[config.mk]
export PLATFORM = sky130hd
export DESIGN_NAME = blpc_config
export DESIGN_NICKNAME = d
export VERILOG_FILES = /design/src/blpc_pkg.sv /design/src/blpc_offset_if.sv /design/src/blpc_depth_mem.sv /design/src/blpc_config.sv
export SDC_FILE = /design/constraint.sdc
export NUM_CORES = 1
export LEC_CHECK = 0
export ABC_AREA = 1
export ABC_CLOCK_PERIOD_IN_PS = 9800
export BUFFER_PORTS_ARGS = -buffer_cell sky130_fd_sc_hd__clkbuf_2
export CAP_MARGIN = 20
export CORE_MARGIN = 2
export CORE_UTILIZATION = 53
export DETAILED_ROUTE_END_ITERATION = 10
export PLACE_DENSITY = 0.95
export SLEW_MARGIN = 20
export SYNTH_ARGS = -nofsm -noshare
export SYNTH_HDL_FRONTEND = slang
export SYNTH_SLANG_ARGS = --single-unit
[constraint.sdc]
create_clock -name mclk_in -period 9.8 [get_ports mclk_in]
set_input_delay 1.96 -clock mclk_in [delete_from_list [all_inputs] [get_ports mclk_in]]
set_output_delay 1.96 -clock mclk_in [all_outputs]
set_load 0.01 [all_outputs]
[src/blpc_pkg.sv]
// Package for the dark-offset and sensor format configuration block.
// Assumes a single 100 MHz clock domain; all ports of blpc_config are plain wires.
package blpc_pkg;

  // Offset target selector encodings
  typedef enum logic [1:0] {
    pre_correction_digital,
    post_correction_digital,
    analog_taps_target
  } blpc_target_e;

  // Sample depth encodings
  typedef enum logic [1:0] {
    depth_eight,
    depth_nine,
    depth_ten
  } blpc_depth_e;

  // Sensor shape encodings
  typedef enum logic {
    shape_four_three,
    shape_square
  } blpc_shape_e;

  localparam int          OFS_W             = 12;
  localparam int          DEPTH_N           = 3;
  localparam logic [11:0] PRE_SPAN          = 12'h0FF;
  localparam logic [11:0] POST_MAX          = 12'h401;
  localparam logic [11:0] ANALOG_MAX        = 12'h401;
  localparam logic [11:0] OFS_RST           = 12'h000;
  localparam logic [1:0]  TARGET_RST        = 2'h0;
  localparam logic [1:0]  DEPTH_RST         = 2'h0;
  localparam logic        SHAPE_RST         = 1'h0;
  localparam logic [11:0] WIDTH_43          = 12'h800;
  localparam logic [11:0] HEIGHT_43         = 12'h600;
  localparam logic [11:0] WIDTH_11          = 12'h600;
  localparam logic [11:0] HEIGHT_11         = 12'h600;
  localparam logic [2:0]  AOI_COUNT_RST     = 3'h1;
  localparam logic [2:0]  AOI_SEL_RST       = 3'h0;
  localparam logic [11:0] ZERO_REF_DEFAULT  = 12'h020;

endpackage : blpc_pkg

[src/blpc_offset_if.sv]
// Interface carrying the per-depth analog offset store port.
// Assumes one clock shared by both ends.
`timescale 1ns/10ps
`default_nettype none
interface blpc_offset_if;
  import blpc_pkg::*;
  logic [1:0]       wr_idx;
  logic             wr_en;
  logic [OFS_W-1:0] wr_data;
  logic [1:0]       rd_idx;
  logic [OFS_W-1:0] rd_data;
  modport ctrl (output wr_idx, output wr_en, output wr_data, output rd_idx, input rd_data);
  modport store (input wr_idx, input wr_en, input wr_data, input rd_idx, output rd_data);
endinterface : blpc_offset_if
`default_nettype wire

[src/blpc_depth_mem.sv]
// Small memory holding one analog dark offset per sample depth.
// Assumes synchronous access; read data leaves through a register.
`timescale 1ns/10ps
`default_nettype none
module blpc_depth_mem
  import blpc_pkg::*;
#(
  parameter int DEPTH = DEPTH_N
) (
  input  wire logic  mclk_in,
  input  wire logic  rst_in,
  blpc_offset_if.store port_if
);
  logic [OFS_W-1:0] mem_q [DEPTH];
  logic [OFS_W-1:0] mem_d [DEPTH];
  logic [OFS_W-1:0] rd_q;
  logic [OFS_W-1:0] rd_d;

  // Next contents and registered read; write-through so a recall sees fresh data
  always_comb begin
    for (int i = 0; i < DEPTH; i++) begin
      mem_d[i] = mem_q[i];
      if (port_if.wr_en && port_if.wr_idx == 2'(i)) begin
        mem_d[i] = port_if.wr_data;
      end
    end
    rd_d = OFS_RST;
    if (int'(port_if.rd_idx) < DEPTH) begin
      rd_d = mem_d[port_if.rd_idx];
    end
  end

  // Storage registers
  always_ff @(posedge mclk_in or posedge rst_in) begin
    if (rst_in) begin
      for (int i = 0; i < DEPTH; i++) begin
        mem_q[i] <= OFS_RST;
      end
      rd_q <= OFS_RST;
    end else begin
      mem_q <= mem_d;
      rd_q  <= rd_d;
    end
  end

  assign port_if.rd_data = rd_q;
endmodule // blpc_depth_mem
`default_nettype wire

[src/blpc_config.sv]
// Dark-offset and sensor format configuration block.
// Assumes host control arrives on plain same-clock ports, one write strobe per access;
// the trigger gating level comes from a pin and is synchronised here.
`timescale 1ns/10ps
`default_nettype none

// How it works
// - A two-bit selector picks which offset later value accesses reach.
// - Pre-correction target drives a global offset ahead of flat field correction.
// - Post-correction target drives a background subtraction after flat field correction.
// - Analog target drives one offset shared by all analog taps.
// - Offset value is writable, but writes are ignored while trigger gating is on.
// - Post-correction range is zero up to 1025.
// - Offsets in converter units; one analog offset kept per sample depth.
// - Sample depth selects 8, 9 or 10 bit digitizing.
// - Shape select picks a 4:3 or 1:1 active area.
// - Any shape change recomputes geometry and area-of-interest values.
module blpc_config
  import blpc_pkg::*;
#(
  parameter logic [OFS_W-1:0] ZERO_REF = ZERO_REF_DEFAULT
) (
  input  wire logic             mclk_in,
  input  wire logic             rst_in,
  input  wire logic             trigger_gating_in,
  input  wire logic             target_wr_in,
  input  wire logic [1:0]       target_data_in,
  input  wire logic             offset_wr_in,
  input  wire logic [OFS_W-1:0] offset_data_in,
  input  wire logic             depth_wr_in,
  input  wire logic [1:0]       depth_data_in,
  input  wire logic             shape_wr_in,
  input  wire logic             shape_data_in,
  output logic [1:0]            offset_target_select_out,
  output logic [OFS_W-1:0]      dark_offset_value_out,
  output logic                  offset_write_reject_out,
  output logic [OFS_W-1:0]      pre_correction_offset_out,
  output logic [OFS_W-1:0]      post_correction_offset_out,
  output logic [OFS_W-1:0]      analog_offset_out,
  output logic [1:0]            depth_out,
  output logic [3:0]            depth_bits_out,
  output logic                  sensor_shape_select_out,
  output logic                  geometry_update_out,
  output logic [OFS_W-1:0]      sensor_width_out,
  output logic [OFS_W-1:0]      sensor_height_out,
  output logic [OFS_W-1:0]      image_offset_x_out,
  output logic [OFS_W-1:0]      image_offset_y_out,
  output logic [OFS_W-1:0]      image_width_out,
  output logic [OFS_W-1:0]      image_height_out,
  output logic [2:0]            aoi_count_out,
  output logic [2:0]            aoi_select_out,
  output logic [OFS_W-1:0]      aoi_offset_x_out,
  output logic [OFS_W-1:0]      aoi_offset_y_out,
  output logic [OFS_W-1:0]      aoi_width_out,
  output logic [OFS_W-1:0]      aoi_height_out
);

  // Bit count for each depth code; used only for the depth_bits_out output
  function automatic logic [3:0] depth_bits(input logic [1:0] code);
    unique case (code)
      2'h0:    depth_bits = 4'h8;
      2'h1:    depth_bits = 4'h9;
      2'h2:    depth_bits = 4'hA;
      default: depth_bits = 4'h8;
    endcase
  endfunction

  // Legal encodings only; the fourth code of each two-bit field is refused
  function automatic logic code_legal(input logic [1:0] code);
    code_legal = (code != 2'h3);
  endfunction

  // Trigger gating pin: three flops, change taken once stages two and three agree
  logic [2:0] gate_sync_q;
  logic [2:0] gate_sync_d;
  logic       gate_q;
  logic       gate_d;

  always_comb begin
    gate_sync_d = {gate_sync_q[1:0], trigger_gating_in};
    gate_d      = gate_q;
    if (gate_sync_q[1] == gate_sync_q[2]) begin
      gate_d = gate_sync_q[2];
    end
  end

  always_ff @(posedge mclk_in or posedge rst_in) begin
    if (rst_in) begin
      gate_sync_q <= 3'h0;
      gate_q      <= 1'h0;
    end else begin
      gate_sync_q <= gate_sync_d;
      gate_q      <= gate_d;
    end
  end

  // Per-depth analog offset store
  blpc_offset_if store_if ();

  blpc_depth_mem #(
    .DEPTH (DEPTH_N)
  ) u_depth_mem (
    .mclk_in (mclk_in),
    .rst_in  (rst_in),
    .port_if (store_if.store)
  );

  // Configuration state
  logic [1:0]       target_q,  target_d;
  logic [1:0]       depth_q,   depth_d;
  logic             shape_q,   shape_d;
  logic [OFS_W-1:0] pre_q,     pre_d;
  logic [OFS_W-1:0] post_q,    post_d;
  logic             reject_q,  reject_d;
  logic             update_q,  update_d;
  logic             in_range;
  logic             ofs_take;

  // Range check for the currently selected target; the pre-correction value is
  // two's complement, so its window spans -ZERO_REF up to PRE_SPAN-ZERO_REF
  always_comb begin
    logic signed [OFS_W:0] sval;
    logic signed [OFS_W:0] lo;
    logic signed [OFS_W:0] hi;
    sval     = $signed({offset_data_in[OFS_W-1], offset_data_in});
    lo       = -$signed({1'b0, ZERO_REF});
    hi       = $signed({1'b0, PRE_SPAN}) - $signed({1'b0, ZERO_REF});
    in_range = 1'b0;
    unique case (target_q)
      2'h0:    in_range = (sval >= lo) && (sval <= hi);
      2'h1:    in_range = offset_data_in <= POST_MAX;
      2'h2:    in_range = offset_data_in <= ANALOG_MAX;
      default: in_range = 1'b0;
    endcase
    ofs_take = offset_wr_in && !gate_q && in_range;
  end

  // Next configuration values
  always_comb begin
    target_d = target_q;
    depth_d  = depth_q;
    shape_d  = shape_q;
    pre_d    = pre_q;
    post_d   = post_q;
    reject_d = offset_wr_in && !gate_q && !in_range;
    update_d = 1'b0;
    if (target_wr_in && code_legal(target_data_in)) begin
      target_d = target_data_in;
    end
    if (depth_wr_in && code_legal(depth_data_in)) begin
      depth_d = depth_data_in;
    end
    if (shape_wr_in) begin
      shape_d  = shape_data_in;
      update_d = (shape_data_in != shape_q);
    end
    if (ofs_take && target_q == 2'h0) begin
      pre_d = offset_data_in;
    end
    if (ofs_take && target_q == 2'h1) begin
      post_d = offset_data_in;
    end
  end

  // Store port: write the analog offset under the current depth, read back
  // the entry of the depth about to be in force so a depth change recalls it
  assign store_if.wr_en   = ofs_take && (target_q == 2'h2);
  assign store_if.wr_idx  = depth_q;
  assign store_if.wr_data = offset_data_in;
  assign store_if.rd_idx  = depth_d;

  always_ff @(posedge mclk_in or posedge rst_in) begin
    if (rst_in) begin
      target_q <= TARGET_RST;
      depth_q  <= DEPTH_RST;
      shape_q  <= SHAPE_RST;
      pre_q    <= OFS_RST;
      post_q   <= OFS_RST;
      reject_q <= 1'b0;
      update_q <= 1'b0;
    end else begin
      target_q <= target_d;
      depth_q  <= depth_d;
      shape_q  <= shape_d;
      pre_q    <= pre_d;
      post_q   <= post_d;
      reject_q <= reject_d;
      update_q <= update_d;
    end
  end

  // Geometry derived from the shape; recomputed on every shape change, which also
  // resets the area-of-interest set to one full-frame region
  logic [OFS_W-1:0] width_q,  width_d;
  logic [OFS_W-1:0] height_q, height_d;
  logic [2:0]       aoi_cnt_q, aoi_cnt_d;
  logic [2:0]       aoi_sel_q, aoi_sel_d;

  always_comb begin
    width_d   = width_q;
    height_d  = height_q;
    aoi_cnt_d = aoi_cnt_q;
    aoi_sel_d = aoi_sel_q;
    if (shape_wr_in && shape_data_in != shape_q) begin
      width_d   = shape_data_in ? WIDTH_11 : WIDTH_43;
      height_d  = shape_data_in ? HEIGHT_11 : HEIGHT_43;
      aoi_cnt_d = AOI_COUNT_RST;
      aoi_sel_d = AOI_SEL_RST;
    end
  end

  always_ff @(posedge mclk_in or posedge rst_in) begin
    if (rst_in) begin
      width_q   <= WIDTH_43;
      height_q  <= HEIGHT_43;
      aoi_cnt_q <= AOI_COUNT_RST;
      aoi_sel_q <= AOI_SEL_RST;
    end else begin
      width_q   <= width_d;
      height_q  <= height_d;
      aoi_cnt_q <= aoi_cnt_d;
      aoi_sel_q <= aoi_sel_d;
    end
  end

  // Window origins; every shape change puts them back on the sensor's corner.
  // Held in flops so that these ports leave a register like every other output
  logic [OFS_W-1:0] img_x_q, img_x_d;
  logic [OFS_W-1:0] img_y_q, img_y_d;
  logic [OFS_W-1:0] aoi_x_q, aoi_x_d;
  logic [OFS_W-1:0] aoi_y_q, aoi_y_d;

  always_comb begin
    img_x_d = img_x_q;
    img_y_d = img_y_q;
    aoi_x_d = aoi_x_q;
    aoi_y_d = aoi_y_q;
    if (shape_wr_in && shape_data_in != shape_q) begin
      img_x_d = OFS_RST;
      img_y_d = OFS_RST;
      aoi_x_d = OFS_RST;
      aoi_y_d = OFS_RST;
    end
  end

  always_ff @(posedge mclk_in or posedge rst_in) begin
    if (rst_in) begin
      img_x_q <= OFS_RST;
      img_y_q <= OFS_RST;
      aoi_x_q <= OFS_RST;
      aoi_y_q <= OFS_RST;
    end else begin
      img_x_q <= img_x_d;
      img_y_q <= img_y_d;
      aoi_x_q <= aoi_x_d;
      aoi_y_q <= aoi_y_d;
    end
  end

  // Readback of the value that the selector points at
  logic [OFS_W-1:0] readback_q, readback_d;
  logic [3:0]       bits_q,     bits_d;

  always_comb begin
    unique case (target_q)
      2'h0:    readback_d = pre_q;
      2'h1:    readback_d = post_q;
      2'h2:    readback_d = store_if.rd_data;
      default: readback_d = OFS_RST;
    endcase
    bits_d = depth_bits(depth_q);
  end

  always_ff @(posedge mclk_in or posedge rst_in) begin
    if (rst_in) begin
      readback_q <= OFS_RST;
      bits_q     <= 4'h8;
    end else begin
      readback_q <= readback_d;
      bits_q     <= bits_d;
    end
  end

  // Outputs straight from flops; the analog offset comes from the store's read register
  assign offset_target_select_out   = target_q;
  assign dark_offset_value_out      = readback_q;
  assign offset_write_reject_out    = reject_q;
  assign pre_correction_offset_out  = pre_q;
  assign post_correction_offset_out = post_q;
  assign analog_offset_out          = store_if.rd_data;
  assign depth_out                  = depth_q;
  assign depth_bits_out             = bits_q;
  assign sensor_shape_select_out    = shape_q;
  assign geometry_update_out        = update_q;
  assign sensor_width_out           = width_q;
  assign sensor_height_out          = height_q;
  assign image_offset_x_out         = img_x_q;
  assign image_offset_y_out         = img_y_q;
  assign image_width_out            = width_q;
  assign image_height_out           = height_q;
  assign aoi_count_out              = aoi_cnt_q;
  assign aoi_select_out             = aoi_sel_q;
  assign aoi_offset_x_out           = aoi_x_q;
  assign aoi_offset_y_out           = aoi_y_q;
  assign aoi_width_out              = width_q;
  assign aoi_height_out             = height_q;

endmodule // blpc_config
`default_nettype wire

# Word level (Yosys, flattened, before mapping)
# Index checks and enable logic that the tools add are counted.
[op_classes]
n_mux = 13
order_cmp = 5
add_sub_neg = 0
n_mul = 0
n_reduce_logical = 18
n_eq_ne = 8
div = 0
shift = 0
bitwise_logic = 1
[op_table]
columns = ["cell", "count"]
rows = [
  ["$mux 12", 7],
  ["$pmux 12 s3", 1],
  ["$bmux 12 s2", 1],
  ["$logic_and 1x1->1", 13],
  ["$ge 12x6->1 const B", 1],
  ["$le 12x11->1 const B", 1],
  ["$le 12x9->1 const B", 1],
  ["$eq 2x1->1 const B", 2],
  ["$eq 2x2->1 const B", 2],
  ["$logic_not 2->1", 2],
  ["$ne 2x2->1 const B", 2],
  ["$pmux 2 s2", 1],
  ["$ge 3x3->1 const B", 1],
  ["$not 2->3", 1],
  ["$logic_not 1->1", 2],
  ["$lt 2x2->1 const B", 1],
  ["$mux 2", 1],
  ["$pmux 1 s2", 1],
  ["$reduce_or 2->1", 1],
  ["$eq 1x1->1", 1],
  ["$mux 1", 1],
  ["$ne 1x1->1", 1],
]
[totals]
register_bits = 111
ram_bits = 0
n_memories = 0
latchBits = 0
in_bits = 24
mem_bits_ro = 0
wordCells = 61

# Logic depth before layout (Yosys ltp)
# Gate-level depths: netlist of the first run.
[depth]
word_depth = 11
ltp_mapped = 15

# Modules after synthesis
# Synthesis of the first run repeated with hierarchy kept, for this count alone.
[unflattened]
hier_cells = 651
area_unflattened_um2 = 5353.9
[modules_own_cells]
columns = ["mod", "area_per_inst_um2", "n_inst", "seq_area_each_um2", "cells_each"]
rows = [
  ["blpc_config", 3300.7, 1, 1277.5, 410],
  ["blpc_depth_mem", 2053.2, 1, 1201.2, 241],
]

# Worst setup path before layout of the first run
# Ideal clock, no wire load.
[synth_path]
path_kind = "input to register"
from = "in offset_data_in[2]"
to = "reg u_depth_mem.rd_q[4] (netlist: u_depth_mem.port_if.rd_data[4])"
arrival_time_ps = 3185
stages = 15
setup_ps = 119
slack_ps = 6496
cell_sequence = "inv_1 -> nand2_1 -> nor2_1 -> nand2_1 -> nand2_1 -> nand2_1 -> nand2_2 -> nand3_2 -> nor2_8 -> nand2_2 -> buf_6 -> nand2_1 -> nand3_1 -> nand3_1 -> nand2_1"
[synth_via]
elab_chain_len = 11
word_cells_on_any_way = 17
classes_between = "order compare (3); mux (8); reduce/logical (6)"
[synth_rtl]
columns = ["item", "line", "text"]
rows = [
  ["from (decl)", "blpc_config.sv:29", "input wire logic [OFS_W-1:0] offset_data_in,"],
  ["$ge 12x6->1 or $le 12x9->1 (tied branches)", "blpc_config.sv:130", "2'h0: in_range = (sval >= lo) && (sval <= hi);"],
  ["$logic_and 1x1->1", "blpc_config.sv:130", ""],
  ["$pmux 1 s2 *", "blpc_config.sv:129", "unique case (target_q)"],
  ["$logic_and 1x1->1 *", "blpc_config.sv:135", "ofs_take = offset_wr_in && !gate_q && in_range;"],
  ["$logic_and 1x1->1 *", "blpc_config.sv:167", "assign store_if.wr_en = ofs_take && (target_q == 2'h2);"],
  ["$logic_and 1x1->1", "blpc_depth_mem.sv:23", "if (port_if.wr_en && port_if.wr_idx == 2'(i)) begin"],
  ["$mux 12", "blpc_depth_mem.sv:23", ""],
  ["$bmux 12 s2 *", "blpc_depth_mem.sv:29", "rd_d = mem_d[port_if.rd_idx];"],
  ["$mux 12 (implied by the code) * (2 in series)", "blpc_depth_mem.sv:29", ""],
  ["$mux 12 *", "blpc_depth_mem.sv:28", "if (int'(port_if.rd_idx) < DEPTH) begin"],
  ["via u_depth_mem.rd_d[4]", "blpc_depth_mem.sv:17", "logic [OFS_W-1:0] rd_d;"],
  ["to (signal assigned)", "blpc_depth_mem.sv:42", "rd_q <= rd_d;"],
  ["to (decl)", "blpc_depth_mem.sv:16", "logic [OFS_W-1:0] rd_q;"],
]
# The timed path passes the listed nets; every way through them passes the cells marked *. The select of a mux whose other input is x is not followed.
# A chain may end at the register's enable or synchronous reset.

==> results of run 1 <==
==> final timing paths <==
check / from / to / cells past startpoint / slack, ps
worst min register to register: gate_sync_q[0]$_DFF_PP0_ / gate_sync_q[1]$_DFF_PP0_ / 0 / 370
min in group asynchronous: rst_in / dark_offset_value_out[9]$_DFF_PP0_ / 2 / 1490
worst min-delay path: gate_sync_q[0]$_DFF_PP0_ / gate_sync_q[1]$_DFF_PP0_ / 0 / 370
worst max-delay path: offset_data_in[2] / u_depth_mem.port_if.rd_data[4]$_DFF_PP0_ / 14 / 6240
worst max register to register: offset_target_select_out[1]$_DFFE_PP0P_ / u_depth_mem.port_if.rd_data[4]$_DFF_PP0_ / 10 / 7130
max in group asynchronous: rst_in / post_correction_offset_out[0]$_DFFE_PP0P_ / 3 / 7340
==> report_power, final <==
part | total [mW] | internal, mW | leakage, nW | switching (mW)
Clock | 0.246 | 0.0968 | 0.0961 | 0.149
Sequential | 0.546 | 0.491 | 1.26 | 0.0548
Combinational | 0.288 | 0.102 | 1.82 | 0.186
Total | 1.08 | 0.690 | 3.17 | 0.390
==> metrics by stage <==
| stage | std cells | area (sq um) | worst slack (ps) | total power, mW | hold WS [ps] |
|---|---|---|---|---|---|
| 5_1_grt | 831 | 5420 | 6140 | 1.15 | 385 |
| 2_1_floorplan | 730 | 5620 | 5250 | 0.758 | 331 |
| 3_3_place_gp | 815 | 5240 | 6020 | 0.830 | 334 |
| 3_5_place_dp | 815 | 5240 | 5900 | 0.841 | 346 |
| 6_report | 831 | 5420 | 6240 | 1.08 | 369 |
| 4_1_cts | 831 | 5420 | 6290 | 1.09 | 369 |
==> cells in the final DEF, fill, tap and decap left out, types with 2 or more instances in the layout <==
cell type  synthesis  routed
inv_1             47      46
ha_1               4       4
o21ai_2            5       5
clkbuf_8           0       9
inv_6              0       2
o21a_1             5       5
conb_1             2     119
and2_1             5       5
o21ai_0           37      37
o21ai_1           10      10
dfrtp_1           98      98
nand2_2            3       3
nand3_1           59      59
nand2_1          170     170
clkinv_4           0       3
clkbuf_2           0      89
nor2_1            16      16
inv_2              5       5
==> state kept, by name (all words and copies together), names as in the netlist, 2 cells and up <==
register / cells
aoi_width_out: 2
dark_offset_value_out: 12
depth_bits_out: 2
depth_out: 2
gate_sync_q: 3
offset_target_select_out: 2
post_correction_offset_out: 12
pre_correction_offset_out: 12
u_depth_mem.mem_q: 36
u_depth_mem.port_if.rd_data: 12
==> layer usage <==
| layer | up-vias | global-route usage |
|---|---|---|
| li1 | 1830 | - |
| met4 | 0 | 0.0719 |
| met1 | 1784 | 0.283 |
| met2 | 188 | 0.338 |
| met3 | 13 | 0.0454 |
| met5 | - | 0 |
==> kinds of logic (layout without fill, tap and decap cells) <==
group	Yosys count	in the layout	synth area share
AND/OR/NAND/NOR	258	258	0.213
buffers and inverters	190	158	0.232
flip-flops	99	99	0.478
AO/OA/AOI/OAI	59	59	0.0635
adder cells (fa/ha/maj)	5	5	0.0116
other	2	119	0.00145
==> cell type report <==
type,count,area [sq um]
fill,856,4220
sequential,99,2480
multi-input combinational,441,1940
timing repair buffer,90,457
inverter,52,198
tap,133,166
clock buffer,9,124
clock inverter,7,60.1
==> worst reg2reg max path: stages, from the launching register on <==
cell and delay (ps):
dfrtp_1 470, inv_1 120, ha_1 540, nand3_1 170
nand2_2 130, nand3_2 130, nor2_8 240, nand2_4 230
o21ai_1 290, nand2_1 110, nand2_1 160
==> impl_metrics.yaml, run 1 <==
drt:
  vias_per_cell: 4.59
  first_pass_iters: 5
  wl_met3_um: 771
  drc_errors: 0
  dr.first_iter.drc_count: 231
  postRouteAntennaNets: 0
  wl_met1_mm: 4.49
  wire_per_inst_um: 13.0
  wl_met2_mm: 5.38
  wirelength_mm: 10.8
  top_layer_used: "met4"
  vias: 3815
global_route:
  grt_max_degree: 83
  antenna_found_initial: 0
  grt-ovfl-total: 0
  grtUsageTotal: 0.209
  grt_pass1_vias: 3395
  grt_pass1_wl_mm: 17.0
clock_tree:
  numCtsBuffers: 9
  cts_tree: "yes"
  clkTransAtPathRegs_ps: 100
  cts_setup_buffers: 0
  ctsHoldBuffers: 0
  cts_buffer_depth: 2
  clock-sinks: 99
  cts_max_level: 3
  cts_resized: 0
  root_buffer: "clkbuf_8"
  insertion_delay_ps: 370
pwr:
  p_leak_nw: 3.17
  ir_drop_v: 0.0000786
  powerDensity_nw_per_um2: 199
setup_path:
  cp_num_buf_inv: 2
  cpPeakStageDelay_ps: 280
  critPathArrivalTime_ps: 3850
  criticalPathCategory: "primary input to flop"
  critPathMaxFanout: 25
  path_common_cell: "nand2_1"
  crit_path_start_kind: "primary input"
  cpMaxStageDelayCell: "o21ai_1"
  path_cells: "clkbuf_2 > inv_1 > nand2_1 > nor2_1 > nand2_1 > nand2_1 > nand2_1 > nand2_2 > nand3_2 > nor2_8 > nand2_4 > o21ai_1 > nand2_1 > nand2_1"
  path_delay_family: "simple AND/OR/NAND/NOR gates"
  worstPathRequired_ps: 10090
  end_kind: "flop"
synth:
  synth_edf_count: 0
  postSynthAreaPerCell_sq_um: 8.45
  async_flop_share: 1.00
  synth_top_area_frac: 0.473
  ys_types: 27
  ys_top_cells_by_count: "nand2_1 (170), buf_4 (126), dfrtp_1 (98)"
  synth_ff_type: "dfrtp_1"
  yosysTopAreaCell: "dfrtp_1"
  yosysMostFrequentCell: "nand2_1"
  synth_area_leaders: "dfrtp_1 (47%), buf_4 (18%), nand2_1 (12%)"
  syn_inst: 613
  synth-seq-cells: 99
  seq_area_frac_synth: 0.478
  syn_area_sq_um: 5180
  ys_warn_count: 0
final_layout:
  drive_gt1_frac: 0.181
  area_delta_synth_final_pct: 4.66
  final_util: 0.563
  antennaDiodeCount: 0
  finalNetCount: 721
timing:
  slew_violations: 0
  fin_skew_ps: 11.2
  tightest_slew_ps: 763
  finalCriticalPeriod_ps: 3560
  timing.fmax_mhz: 281
  setup_tns_ps: 0
  rsz0062_at_grt: "false"
  finalSetupViolations: 0
  period_share: 0.364
  hold_violations: 0
  slew_headroom: 0.489
die:
  fp-row-count: 36
  die_y_um: 103
  die_w_um: 103
  die-area_sq_um: 10600
  ios: 209
  start_util: 0.538
  core_area_sq_um: 9640
place:
  dpl.hpwl_mm: 8.03
  io_buffer_count: 89
  gp_congestion: 0.881
flow_run:
  max-cap-violations: 0
hold_path:
  hold_class: "flop to flop"
run_status:
  outcome: "finished clean"
Note: power is estimated with default switching activity, not from simulation.
==> run 2: changes to the inputs <==
--- a/config.mk
+++ b/config.mk
@@ -6,13 +6,13 @@
 export NUM_CORES = 1
 export LEC_CHECK = 0
 export ABC_AREA = 1
-export ABC_CLOCK_PERIOD_IN_PS = 9800
+export ABC_CLOCK_PERIOD_IN_PS = 2900
 export BUFFER_PORTS_ARGS = -buffer_cell sky130_fd_sc_hd__clkbuf_2
 export CAP_MARGIN = 20
 export CORE_MARGIN = 2
-export CORE_UTILIZATION = 53
+export CORE_UTILIZATION = 44
 export DETAILED_ROUTE_END_ITERATION = 10
-export PLACE_DENSITY = 0.95
+export PLACE_DENSITY = 0.85
 export SLEW_MARGIN = 20
 export SYNTH_ARGS = -nofsm -noshare
 export SYNTH_HDL_FRONTEND = slang
==> constraint.sdc (replaced) <==
create_clock -name mclk_in -period 2.9 [get_ports mclk_in]
set_input_delay 0.58 -clock mclk_in [delete_from_list [all_inputs] [get_ports mclk_in]]
set_output_delay 0.58 -clock mclk_in [all_outputs]
set_load 0.01 [all_outputs]
==> impl_metrics.yaml, run 2 (synthesis results as in run 1) <==
drt:
  wire_per_inst_um: 13.1
  postRouteAntennaNets: 0
  wirelength_mm: 11.1
  drc_errors: 0
  vias: 3897
  first_pass_iters: 5
  vias_per_cell: 4.59
  dr.first_iter.drc_count: 295
pwr:
  swShare: 0.333
  p_int_mw: 2.62
  p_leak_nw: 3.24
  seqPwrFrac: 0.468
  p_sw_mw: 1.31
  clock_power_share: 0.280
  p_comb_frac: 0.252
  powerDensity_nw_per_um2: 705
  ir_drop_v: 0.000359
place:
  dpl.hpwl_mm: 8.46
  io_buffer_count: 89
  gp_congestion: 0.860
timing:
  finalSetupViolations: 0
  timing.fmax_mhz: 444
  setup_tns_ps: 0
  slew_violations: 0
  period_share: 0.776
  rsz0062_at_grt: "false"
  tightest_slew_ps: 725
  finalCriticalPeriod_ps: 2250
  hold_violations: 0
  fin_skew_ps: 7.40
  slew_headroom: 0.515
final_layout:
  largest_reg_flops: 36
  finalNetCount: 729
  final_common_cell: "nand2_1"
  top_register: "u_depth_mem.mem_q"
  mostFrequentLayoutCells: "nand2_1 (170), conb_1 (119), dfrtp_1 (98)"
  area_delta_synth_final_pct: 7.73
  drive_gt1_frac: 0.187
  antennaDiodeCount: 0
  final_util: 0.487
  fillerInstances: 1080
setup_path:
  worst-path-stages: 10
  path_common_cell: "inv_1"
  cp_num_buf_inv: 3
  worstPathRequired_ps: 3140
  end_kind: "flop"
  path_cells: "inv_1 > ha_1 > inv_1 > nor2_1 > nand2_1 > nand2_2 > nand3_2 > inv_1 > nand2_1 > o21ai_0"
  cpPeakStageDelay_ps: 460
  path_delay_family: "simple AND/OR/NAND/NOR gates"
  reg2reg_depth: 10
  cpMaxStageDelayCell: "dfrtp_1"
  crit_path_start_kind: "flop"
  critPathArrivalTime_ps: 2490
  critPathMaxFanout: 24
  criticalPathCategory: "flop to flop"
clock_tree:
  cts_max_level: 3
  root_buffer: "clkbuf_16"
  numCtsBuffers: 9
  clkTransAtPathRegs_ps: 70
  clock-sinks: 99
  cts_tree: "yes"
  insertion_delay_ps: 350
  cts_setup_buffers: 0
  cts_resized: 0
  ctsHoldBuffers: 0
  cts_buffer_depth: 2
global_route:
  grtUsageTotal: 0.178
  grt_max_degree: 33
  grt_pass1_vias: 3511
  grt-ovfl-total: 0
  antenna_found_initial: 0
  grt_pass1_wl_mm: 17.8
die:
  core_area_sq_um: 11500
  die_w_um: 113
  die_y_um: 113
  fp-row-count: 39
  die-area_sq_um: 12700
  start_util: 0.452
  ios: 209
hold_path:
  hold_class: "primary input to asynchronous set/reset pin"
flow_run:
  max-cap-violations: 0
run_status:
  outcome: "finished clean"
-- run 2: cell types whose count changed in the layout (fill, tap and decap cells not counted), sizes merged --
cell	change
inv	-4
clkinvlp	+2
clkbuf	+3
clkinv	-1
buf	+8
-- run 2: stage by stage --
step	cells	hold WS [ps]	power [mW]	worst slack, ps	instance area (sq um)
finish	849	325	3.94	650	5580
global route	849	338	4.20	394	5580
CTS	849	337	3.97	633	5580
detailed placement	833	357	2.86	415	5310
global placement	833	335	2.84	482	5310
floorplan	730	331	2.56	976	5620
-- run 2: layout make-up --
cell class | count | area [sq um] | share of cell area
inverters | 52 | 199 | 0.0356
clock buffers | 12 | 246 | 0.0442
multi-input cells | 441 | 1940 | 0.347
clock inverters | 4 | 26.3 | 0.00471
flip-flops and latches | 99 | 2480 | 0.444
repair buffers | 98 | 513 | 0.0919
well taps | 143 | 179 | 0.0321
-- run 2: power groups by stage --
stage	clock network (mW)	registers (mW)	logic [mW]
after floorplan	0	1.94	0.626
after global placement	0	1.86	0.981
after detailed placement	0	1.87	0.999
after CTS	1.13	1.84	1.00
after global routing	1.20	1.87	1.13
final	1.10	1.84	0.994
-- run 2: worst register-to-register path, delay by kind of cell, from the launching register on --
family                   cells  cell delay, ps
AND/OR/NAND/NOR              5             790
AO/OA/AOI/OAI                1             390
buffers and inverters        3             240
flip-flops                   1             460
adder cells (fa/ha/maj)      1             280
-- run 2: layer usage --
| layer | track usage | vias up | routed length (um) |
|---|---|---|---|
| met4 | 0.0618 | 0 | 238 |
| met5 | 0 | - | 0 |
| met1 | 0.236 | 1825 | 4680 |
| li1 | - | 1855 | - |
| met3 | 0.0497 | 25 | 870 |
| met2 | 0.283 | 192 | 5320 |
-- run 2: final timing paths --
check | startpoint | end | slack [ps]
max reg2reg | offset_target_select_out[1]$_DFFE_PP0P_ | pre_correction_offset_out[7]$_DFFE_PP0P_ | 650
min | rst_in | offset_target_select_out[0]$_DFFE_PP0P_ | 330
max in group asynchronous | rst_in | u_depth_mem.port_if.rd_data[3]$_DFF_PP0_ | 1830
min reg2reg | gate_sync_q[0]$_DFF_PP0_ | gate_sync_q[1]$_DFF_PP0_ | 380
max | offset_target_select_out[1]$_DFFE_PP0P_ | pre_correction_offset_out[7]$_DFFE_PP0P_ | 650
min in group mclk_in | trigger_gating_in | gate_sync_q[0]$_DFF_PP0_ | 350
